**config.mk**
```make
export PLATFORM = sky130hd
export DESIGN_NAME = bert_error_insert_and_monitor
export DESIGN_NICKNAME = d
export VERILOG_FILES = /design/src/rtl/bert_pkg.sv /design/src/rtl/bert_error_insert_and_monitor.sv
export SDC_FILE = /design/constraint.sdc
export NUM_CORES = 1
export LEC_CHECK = 0
export BUFFER_PORTS_ARGS = -buffer_cell sky130_fd_sc_hd__buf_2
export CAP_MARGIN = 10
export CORE_UTILIZATION = 40
export CTS_CLUSTER_DIAMETER = 80
export DETAILED_ROUTE_END_ITERATION = 7
export GPL_TIMING_DRIVEN = 0
export PLACE_DENSITY_LB_ADDON = 0.3
export SLEW_MARGIN = 20
export SYNTH_ARGS = -nofsm -noshare
export SYNTH_HDL_FRONTEND = slang
export SYNTH_SLANG_ARGS = --single-unit
```
**constraint.sdc**
```tcl
create_clock -name CLK -period 2.55 [get_ports CLK]
set_clock_uncertainty 0.05 [all_clocks]
set_input_delay 0.3825 -clock CLK [delete_from_list [all_inputs] [get_ports CLK]]
set_output_delay 0.3825 -clock CLK [all_outputs]
set_load 0.01 [all_outputs]
```
**src/rtl/bert_pkg.sv**
```systemverilog
package bert_pkg;

    // Register offsets inside one channel group
    localparam logic [5:0] OFS_UPD_CTRL = 6'h01;
    localparam logic [5:0] OFS_ERR_CTRL = 6'h08;
    localparam logic [5:0] OFS_LIVE     = 6'h0C;
    localparam logic [5:0] OFS_LATCH    = 6'h0E;
    localparam logic [5:0] OFS_IE       = 6'h10;
    localparam logic [5:0] OFS_EC0      = 6'h14;
    localparam logic [5:0] OFS_EC1      = 6'h15;
    localparam logic [5:0] OFS_EC2      = 6'h16;
    localparam logic [5:0] OFS_BC0      = 6'h18;
    localparam logic [5:0] OFS_BC1      = 6'h19;
    localparam logic [5:0] OFS_BC2      = 6'h1A;
    localparam logic [5:0] OFS_BC3      = 6'h1B;
    // Second channel group sits this far above the first
    localparam logic [5:0] GROUP_STRIDE = 6'h20;

    // Error insertion control fields
    localparam int B_SRC_SEL     = 0;
    localparam int B_SINGLE_TRIG = 1;
    localparam int B_SINGLE_EN   = 2;
    localparam int B_RATE_LO     = 3;
    localparam int RATE_W        = 3;
    // Update control fields
    localparam int B_UPD_LOCAL   = 6;
    localparam int B_UPD_SEL     = 7;
    // Status flag positions
    localparam int F_OOS = 0;
    localparam int F_NZ  = 1;
    localparam int F_BE  = 2;
    localparam int F_UPD = 3;

    // Counter widths and limits
    localparam int ERR_W = 24;
    localparam int BIT_W = 32;
    localparam logic [ERR_W-1:0] ERR_MAX = 24'hFFFFFF;
    localparam logic [BIT_W-1:0] BIT_MAX = 32'hFFFFFFFF;
    // Resync window: 64 bits, trip on the sixth mismatch
    localparam logic [5:0] WIN_LAST = 6'h3F;
    localparam logic [2:0] MIS_TRIP = 3'h5;

    // Complete block state
    typedef struct packed {
        logic [7:0]       err_ctrl;
        logic [7:0]       upd_ctrl;
        logic [3:0]       ie;
        logic [3:0]       latched;
        logic [2:0]       rate_cur;
        logic [2:0]       rate_pend;
        logic             pend;
        logic [23:0]      rate_cnt;
        logic             trig_prev;
        logic             armed;
        logic             err_s1;
        logic             err_s2;
        logic             upd_s1;
        logic             upd_s2;
        logic             upd_prev;
        logic             upd_done;
        logic [ERR_W-1:0] err_cnt;
        logic [BIT_W-1:0] bit_cnt;
        logic [ERR_W-1:0] err_snap;
        logic [BIT_W-1:0] bit_snap;
        logic             oos_prev;
        logic             nz_prev;
        logic [5:0]       win_cnt;
        logic [2:0]       mis_cnt;
        logic             resync;
        logic [1:0]       buf_bit;
        logic [1:0]       buf_cnt;
        logic [7:0]       rdata;
        logic             irq;
    } st_s;

    localparam st_s ST_RESET = '0;

    // Last bit index of a 10^n period
    function automatic logic [23:0] decade_last(input logic [2:0] n);
        case (n)
            3'h1:    return 24'h000009;
            3'h2:    return 24'h000063;
            3'h3:    return 24'h0003E7;
            3'h4:    return 24'h00270F;
            3'h5:    return 24'h01869F;
            3'h6:    return 24'h0F423F;
            3'h7:    return 24'h98967F;
            default: return 24'h000000;
        endcase
    endfunction

endpackage

```
**src/rtl/bert_error_insert_and_monitor.sv**
```systemverilog
// Summary of operation
// - Rate field n inverts one bit per 10^n
// - Nonzero rate write starts rate insertion
// - Rewrite takes effect after next rate-inserted error
// - Single errors only while single enable set
// - Register trigger rise inverts one bit
// - Several toggles between opportunities give one error
// - Source select picks register or pin trigger
// - Update status rises done, drops with trigger
// - Nonzero status follows error count
// - Unlocked status follows pattern sync state
// - Update latched on status rise, read clears
// - Bit error latched on mismatch, read clears
// - Nonzero latched on rise, read clears
// - Unlocked latched on any change, read clears
// - Each latched flag has own enable
// - Error count 24 bits, saturating
// - Error count holds while unlocked
// - Bit count 32 bits, saturating
// - Bit count holds while unlocked
// - Second group copy sits 20h higher
// - Update rise snapshots counts, restarts counters
// - Six mismatches in 64 bits request resync
module bert_error_insert_and_monitor
    import bert_pkg::*;
#(
    parameter logic GROUP = 1'b0
)
(
    input  wire logic       CLK,
    input  wire logic       RESET_N,
    input  wire logic [5:0] ADDR,
    input  wire logic       WR_EN,
    input  wire logic [7:0] WDATA,
    input  wire logic       RD_EN,
    output logic      [7:0] RDATA,
    input  wire logic       TX_IN_VALID,
    input  wire logic       TX_IN_BIT,
    output logic            TX_IN_READY,
    output logic            TX_OUT_VALID,
    output logic            TX_OUT_BIT,
    input  wire logic       TX_OUT_READY,
    input  wire logic       EXTERNAL_ERROR_TRIGGER_PIN,
    input  wire logic       EXTERNAL_UPDATE_REQUEST_PIN,
    input  wire logic       RX_VALID,
    input  wire logic       RX_BIT,
    input  wire logic       RX_EXPECTED_BIT,
    input  wire logic       RX_PATTERN_UNLOCKED,
    input  wire logic       AUTO_RESYNC_DISABLE,
    output logic            RESYNC_REQ,
    output logic            IRQ
);

    // Group base address
    localparam logic [5:0] BASE = GROUP ? GROUP_STRIDE : 6'h00;

    st_s st_reg;                    // Registered state
    st_s st_next;                   // Next state
    logic       err_trig;           // Selected single-error trigger
    logic       upd_trig;           // Selected update trigger
    logic       push;               // Transmit bit accepted
    logic       pop;                // Transmit bit delivered
    logic       rate_hit;           // Rate period ends on this bit
    logic       flip;               // Invert the accepted bit
    logic       tx_bit;             // Accepted bit after insertion
    logic       rx_err;             // Counted mismatch
    logic       rx_count;           // Counted bit
    logic       nz;                 // Live error count nonzero
    logic       upd_rise;           // Update trigger edge
    logic [3:0] live;               // Live status bits
    logic [3:0] set;                // Latched flag sets
    logic [2:0] new_rate;           // Rate field being written

    // Decode one register in this group
    function automatic logic hit(input logic [5:0] a, input logic [5:0] ofs);
        return a == (ofs | BASE);
    endfunction

    // All next-state logic
    always_comb
    begin
        st_next = st_reg;
        // Pins pass two flops before use
        st_next.err_s1 = EXTERNAL_ERROR_TRIGGER_PIN;
        st_next.err_s2 = st_reg.err_s1;
        st_next.upd_s1 = EXTERNAL_UPDATE_REQUEST_PIN;
        st_next.upd_s2 = st_reg.upd_s1;
        st_next.resync = 1'b0;
        new_rate = WDATA[B_RATE_LO +: RATE_W];

        // Trigger source select
        err_trig = st_reg.err_ctrl[B_SRC_SEL] ? st_reg.err_s2
                                               : st_reg.err_ctrl[B_SINGLE_TRIG];
        upd_trig = st_reg.upd_ctrl[B_UPD_SEL] ? st_reg.upd_s2
                                               : st_reg.upd_ctrl[B_UPD_LOCAL];
        st_next.trig_prev = err_trig;
        st_next.upd_prev  = upd_trig;
        upd_rise = upd_trig && !st_reg.upd_prev;

        // Buffer handshakes
        push = TX_IN_VALID && (st_reg.buf_cnt != 2'h2);
        pop  = TX_OUT_READY && (st_reg.buf_cnt != 2'h0);

        // Rate and single insertion on accepted bits
        rate_hit = (st_reg.rate_cur != 3'h0)
                && (st_reg.rate_cnt == decade_last(st_reg.rate_cur));
        flip   = push && (rate_hit || st_reg.armed);
        tx_bit = TX_IN_BIT ^ flip;
        if (push)
        begin
            // Armed request is consumed by one bit only
            st_next.armed = 1'b0;
            if (rate_hit)
            begin
                st_next.rate_cnt = '0;
                // Pending rewrite lands after this error
                if (st_reg.pend)
                begin
                    st_next.rate_cur = st_reg.rate_pend;
                    st_next.pend     = 1'b0;
                end
            end
            else if (st_reg.rate_cur != 3'h0)
            begin
                st_next.rate_cnt = st_reg.rate_cnt + 24'h000001;
            end
        end

        // Single error arming; a new edge beats consumption
        if (!st_reg.err_ctrl[B_SINGLE_EN])
        begin
            st_next.armed = 1'b0;
        end
        else if (err_trig && !st_reg.trig_prev)
        begin
            st_next.armed = 1'b1;
        end

        // Register writes
        if (WR_EN && hit(ADDR, OFS_ERR_CTRL))
        begin
            st_next.err_ctrl = WDATA;
            if (st_reg.rate_cur == 3'h0)
            begin
                // Idle: start at once, period counted from here
                st_next.rate_cur = new_rate;
                st_next.rate_cnt = '0;
            end
            else
            begin
                // Busy: hold until the next rate error goes out
                st_next.rate_pend = new_rate;
                st_next.pend      = 1'b1;
            end
        end
        if (WR_EN && hit(ADDR, OFS_UPD_CTRL))
        begin
            st_next.upd_ctrl = WDATA;
        end
        if (WR_EN && hit(ADDR, OFS_IE))
        begin
            st_next.ie = WDATA[3:0];
        end

        // Transmit two-entry buffer, head in entry zero
        case ({push, pop})
            2'b10:
            begin
                st_next.buf_bit[st_reg.buf_cnt[0]] = tx_bit;
                st_next.buf_cnt = st_reg.buf_cnt + 2'h1;
            end
            2'b01:
            begin
                st_next.buf_bit[0] = st_reg.buf_bit[1];
                st_next.buf_cnt = st_reg.buf_cnt - 2'h1;
            end
            2'b11:
            begin
                // Count stays; shift and refill
                if (st_reg.buf_cnt == 2'h1)
                begin
                    st_next.buf_bit[0] = tx_bit;
                end
                else
                begin
                    st_next.buf_bit[0] = st_reg.buf_bit[1];
                    st_next.buf_bit[1] = tx_bit;
                end
            end
            default:
            begin
                st_next.buf_cnt = st_reg.buf_cnt;
            end
        endcase

        // Receive counting, frozen while unlocked
        rx_count = RX_VALID && !RX_PATTERN_UNLOCKED;
        rx_err   = rx_count && (RX_BIT != RX_EXPECTED_BIT);
        if (rx_count && (st_reg.bit_cnt != BIT_MAX))
        begin
            st_next.bit_cnt = st_reg.bit_cnt + 32'h00000001;
        end
        if (rx_err && (st_reg.err_cnt != ERR_MAX))
        begin
            st_next.err_cnt = st_reg.err_cnt + 24'h000001;
        end

        // Update: snapshot and restart, same-cycle bit counts
        if (upd_rise)
        begin
            st_next.err_snap = st_reg.err_cnt;
            st_next.bit_snap = st_reg.bit_cnt;
            st_next.err_cnt  = {{(ERR_W-1){1'b0}}, rx_err};
            st_next.bit_cnt  = {{(BIT_W-1){1'b0}}, rx_count};
            st_next.upd_done = 1'b1;
        end
        if (!upd_trig)
        begin
            st_next.upd_done = 1'b0;
        end

        // Mismatch window for automatic resync
        if (RX_PATTERN_UNLOCKED)
        begin
            st_next.win_cnt = '0;
            st_next.mis_cnt = '0;
        end
        else if (RX_VALID)
        begin
            st_next.win_cnt = st_reg.win_cnt + 6'h01;
            if (rx_err && (st_reg.mis_cnt == MIS_TRIP) && !AUTO_RESYNC_DISABLE)
            begin
                st_next.resync = 1'b1;
            end
            if (st_reg.win_cnt == WIN_LAST)
            begin
                st_next.mis_cnt = '0;
            end
            else if (rx_err && (st_reg.mis_cnt <= MIS_TRIP))
            begin
                st_next.mis_cnt = st_reg.mis_cnt + 3'h1;
            end
        end

        // Live status; update bit drops as soon as trigger does
        nz = st_reg.err_cnt != '0;
        live[F_OOS] = RX_PATTERN_UNLOCKED;
        live[F_NZ]  = nz;
        live[F_BE]  = 1'b0;
        live[F_UPD] = st_reg.upd_done && upd_trig;
        st_next.oos_prev = RX_PATTERN_UNLOCKED;
        st_next.nz_prev  = nz;

        // Latched flag sets
        set[F_UPD] = st_next.upd_done && !st_reg.upd_done;
        set[F_BE]  = rx_err;
        set[F_NZ]  = nz && !st_reg.nz_prev;
        set[F_OOS] = RX_PATTERN_UNLOCKED != st_reg.oos_prev;

        // Read data, registered; unmapped reads zero
        if (RD_EN)
        begin
            st_next.rdata = 8'h00;
            if (hit(ADDR, OFS_ERR_CTRL)) st_next.rdata = st_reg.err_ctrl;
            if (hit(ADDR, OFS_UPD_CTRL)) st_next.rdata = st_reg.upd_ctrl;
            if (hit(ADDR, OFS_LIVE))     st_next.rdata = {4'h0, live};
            if (hit(ADDR, OFS_LATCH))    st_next.rdata = {4'h0, st_reg.latched};
            if (hit(ADDR, OFS_IE))       st_next.rdata = {4'h0, st_reg.ie};
            if (hit(ADDR, OFS_EC0))      st_next.rdata = st_reg.err_snap[7:0];
            if (hit(ADDR, OFS_EC1))      st_next.rdata = st_reg.err_snap[15:8];
            if (hit(ADDR, OFS_EC2))      st_next.rdata = st_reg.err_snap[23:16];
            if (hit(ADDR, OFS_BC0))      st_next.rdata = st_reg.bit_snap[7:0];
            if (hit(ADDR, OFS_BC1))      st_next.rdata = st_reg.bit_snap[15:8];
            if (hit(ADDR, OFS_BC2))      st_next.rdata = st_reg.bit_snap[23:16];
            if (hit(ADDR, OFS_BC3))      st_next.rdata = st_reg.bit_snap[31:24];
            // Read clears, but a set in the same cycle survives
            if (hit(ADDR, OFS_LATCH))
            begin
                st_next.latched = 4'h0;
            end
        end
        st_next.latched = st_next.latched | set;

        // Interrupt from enabled latched flags
        st_next.irq = |(st_next.latched & st_next.ie);
    end

    // State register, synchronous reset
    always_ff @(posedge CLK)
    begin
        if (!RESET_N)
        begin
            st_reg <= ST_RESET;
        end
        else
        begin
            st_reg <= st_next;
        end
    end

    // Outputs
    assign RDATA        = st_reg.rdata;
    assign TX_IN_READY  = st_reg.buf_cnt != 2'h2;
    assign TX_OUT_VALID = st_reg.buf_cnt != 2'h0;
    assign TX_OUT_BIT   = st_reg.buf_bit[0];
    assign RESYNC_REQ   = st_reg.resync;
    assign IRQ          = st_reg.irq;
endmodule

```
==> metrics list <==
- CTS placed an instance of clkbuf_16 at the clock tree root.
- The first global-routing pass estimated 43400 um of wire.
- Entering global routing, the biggest net connects 22 pins.
* Total met2 wirelength after detailed routing: 12500 um
- Clk slew on worst S/H paths: 80 ps
- Post-DRT Antenna Nets: 0
* Top routing layer in use: met4
* Worst path arrival time: 2820 ps
- The number of antenna diodes in the final layout is 0.
* Average wire length per cell after detail routing: 16.6 um
- Of the total synthesized cell area, the portion taken by AND, OR, NAND and NOR gates is 0.273.
- Post-synth top flop: dfxtp_1
- For this configuration, the core starts out at a cell density of 0.410.
* Worst-case clock buffer depth: 2
- Dividing the synthesized area by the synthesized cell count gives 8.17 um^2.
- Across all hold checks on the routed design, the worst slack comes to 99.4 ps.
- The share of total power dissipated in sequential elements is 0.482.
- The critical path is of the primary input to flop type.
- Clock sink count: 200
* Highest clock rate: 397 MHz
- Buffers placed on the I/O ports in this run total 38.
* Register bit total from synthesis: 200
- Tracing the worst setup path back leads to its startpoint at RX_VALID.
* Register-to-register setup slack: 50 ps
* Relative contribution of the clock network to total power: 0.428
* Die footprint: 25700 um^2
* Number of cells produced by synthesis: 1229
- Crit-path max FO: 9
- The floorplan has 57 rows.
- The routed layout has 8881 vias.
- Fraction of layout instances using a drive strength above 1: 0.102
* Detailed-route vias per instance: 5.48
- For this block, the initial DRC count from the detailed router was 678.
- Initial antenna violation count: 0
- The run finished with clean final reports.
- TritonCTS built the clock tree.
* First drt pass iteration count: 6
* Global route total overflow: 0
- Largest voltage drop on the vdd net: 374 uV
- Power density over cell area: 584 nW/um^2
* Max-Cap Viols: 0
- Wirelength, routed: 27000 um
* Die Span Y: 160 um
* Crit path time final: 2520 ps
- The path class of the tightest hold or removal check is primary input to flop.
* Total power consumption of the routed design: 6.64 mW
* Category of the worst setup path capture point: flop
- Area used by sequential logic in the layout: 4010 um^2
* Overall track demand over capacity in global routing: 0.212
* EDFF count, synth: 0
- The register with the most flip-flops in the layout has 187 of them.
- Clock latency reported for the late side of the worst-skew pair: 440 ps
- The number of slew-limit violations in the final report was 0.
- IO Pins: 41
* Main combinational cell family by area after synthesis: simple AND/OR/NAND/NOR gates
- Following the worst setup path forward leads to its endpoint at st_reg[109]$_SDFFE_PP0P_.
* RR Startpoint: st_reg[175]$_SDFF_PN0_
- Xor and xnor area share after synthesis: 0.0672
- The number of global-route vias before repair was 8160.
- Detailed-routing wirelength on met1: 12400 um
- Measured in cells, the most critical reg-to-reg path has a length of 9.
- Mapped cell area: 10000 um^2
* Count of final hold-check violations: 0
- In this run the horizontal extent of the chip is 160 um.
- Async SR Flop Fraction: 0
* Std-Cell Core Area: 24500 um^2
- In the final timing run, aggregate negative setup slack is 0 ps.
- Critical path startpoint category: primary input
- In this run, post-CTS hold repair placed 0 buffers.
* Critical path data required time: 2850 ps
- Count of unique library cells instantiated by Yosys: 74
* Sum of net half-perimeters after detailed placement: 20000 um
- P_int: 4.86 mW
* Synthesis-to-finish area growth: 13.3%
- Depth of the CTS H-tree: 4
- For the pin with the worst max-slew slack, the measured transition is 1040 ps.
- Clock buffers created by TritonCTS: 17
- Amount of wire on met3 after detailed routing: 1170 um
- After synthesis, the share of cell area in mux cells is 0.0289.
* Unrepaired setup endpoints after global routing: true
* Drc violations: 0
- Switching Power: 1.79 mW
- Proportion of total power due to net switching: 0.269
- Fill cells in the final layout number 2399.
* Sequential cell area fraction in the yosys report: 0.399
- Leakage power: 3.83 nW
- In the finished design, the share of the clock period the worst path needs comes to 0.987.
- Including well taps, the total number of placed cells is 1591.
- In the final layout, the multi-input gates occupy 5620 um^2.
- Critical register-to-register path endpoint: st_reg[155]$_SDFF_PN0_
- The post-synthesis compound-gate area fraction came to 0.166.
* Number of warnings reported in the yosys synthesis log: 0
- Worst rel slew slack: 0.296
- # setup viols final: 0
- The final layout contains 1327 nets.
* Nets in the synthesized netlist: 1271
- Routability congestion estimate: 0.929
- Share of total power in combinational logic: 0.090
* Adder and majority gate portion of the synthesized area: 0.0175
- For this run, the number of standard cells in the final layout without fillers is 1622.
[critical path: stages]
cell and delay [ps]:
buf_2 200, nor2b_1 510, nand4_1 550, or2_2 510
nor3_1 310, a21oi_1 120, a31o_2 220
[cell families (layout without fill, tap and decap cells)]
kind of cell	count (synthesis)	after routing
DFF	200	200
buffers and inverters	113	182
adders and majority gates	14	14
xor gates and xnor gates	77	77
and+or+nand+nor	562	562
muxes	26	26
AOI/OAI and AO/OA	237	237
[worst min-delay path by stage]
stage	start	to	slack [ps]	cells past startpoint
6_report	EXTERNAL_UPDATE_REQUEST_PIN	st_next[139]$_SDFF_PN0_	100	2
5_1_grt	EXTERNAL_UPDATE_REQUEST_PIN	st_next[139]$_SDFF_PN0_	90	2
4_1_cts	EXTERNAL_UPDATE_REQUEST_PIN	st_next[139]$_SDFF_PN0_	90	2
3_5_place_dp	st_next[139]$_SDFF_PN0_	st_reg[139]$_SDFF_PN0_	370	1
3_3_place_gp	st_next[139]$_SDFF_PN0_	st_reg[139]$_SDFF_PN0_	360	1
2_1_floorplan	st_next[139]$_SDFF_PN0_	st_reg[139]$_SDFF_PN0_	360	1
[layer usage]
metal	GRT usage	vias to the layer above
met5	0	-
met4	0.0939	0
met3	0.0307	60
met2	0.344	237
met1	0.279	4156
li1	-	4428
[layout by cell type, fill, tap and decap left out, types with 13 or more instances in the layout]
cell / instances
nand3_1: 61
nand2_1: 188
clkbuf_16: 17
xnor2_1: 49
mux2i_1: 20
a21oi_1: 42
nand4_1: 30
a21boi_0: 77
nor3_1: 25
clkbuf_1: 57
xor2_1: 28
ha_1: 14
buf_4: 13
dfxtp_1: 197
nor2b_1: 24
a211oi_1: 13
buf_2: 42
inv_1: 24
nor4_1: 20
nor2_1: 118
o21ai_0: 34
[power by group through the flow]
stage | Combinational [mW] | Clock, mW | Sequential (mW)
after CTS | 0.590 | 2.89 | 3.20
final | 0.597 | 2.84 | 3.20
after global routing | 0.669 | 3.04 | 3.21
after detailed placement | 0.581 | 0 | 3.27
after floorplan | 0.404 | 0 | 3.26
after global placement | 0.568 | 0 | 3.27
[cell usage after synthesis (5+ instances only)]
cell	count	area share
dfxtp_1	200	0.40
nand2_1	188	0.070
nor2_1	118	0.044
a21boi_0	77	0.058
clkbuf_1	63	0.024
nand3_1	61	0.030
xnor2_1	49	0.043
a21oi_1	42	0.021
o21ai_0	34	0.017
nand4_1	30	0.019
xor2_1	28	0.024
nor3_1	26	0.013
inv_1	24	0.0090
nor2b_1	24	0.015
nor4_1	24	0.015
mux2i_1	20	0.020
ha_1	14	0.017
a211oi_1	13	0.0097
nand2b_1	13	0.0081
and4_1	12	0.010
or3_1	11	0.0069
and2_1	10	0.0062
and3_1	10	0.0062
buf_2	9	0.0045
buf_4	8	0.0060
or2_2	7	0.0044
a22oi_1	6	0.0045
buf_1	6	0.0022
nand4b_1	5	0.0044
o211ai_1	5	0.0037
[through the flow]
stage / utilization / instance area [um^2] / setup WS (ps)
6_report: 0.465 / 11400 / 34.2
5_1_grt: 0.465 / 11400 / -60.9
4_1_cts: 0.462 / 11300 / 22.4
3_5_place_dp: 0.435 / 10600 / -325
3_3_place_gp: 0.435 / 10600 / -311
2_1_floorplan: - / 10000 / 107
[layout make-up]
class	instances	area share
multi-input cells	916	0.494
flip-flops and latches	200	0.353
clock buffers	18	0.0386
well taps	324	0.0357
plain buffers	85	0.0348
repair buffers	41	0.0187
clock inverters	14	0.0174
inverters	24	0.00793
[repair_timing]
action	in CTS	in global routing
setup endpoints to repair	27	61
pin swaps	1	4
gates resized for setup	8	21
setup buffers	1	2
Note: power is estimated with default switching activity, not from simulation.
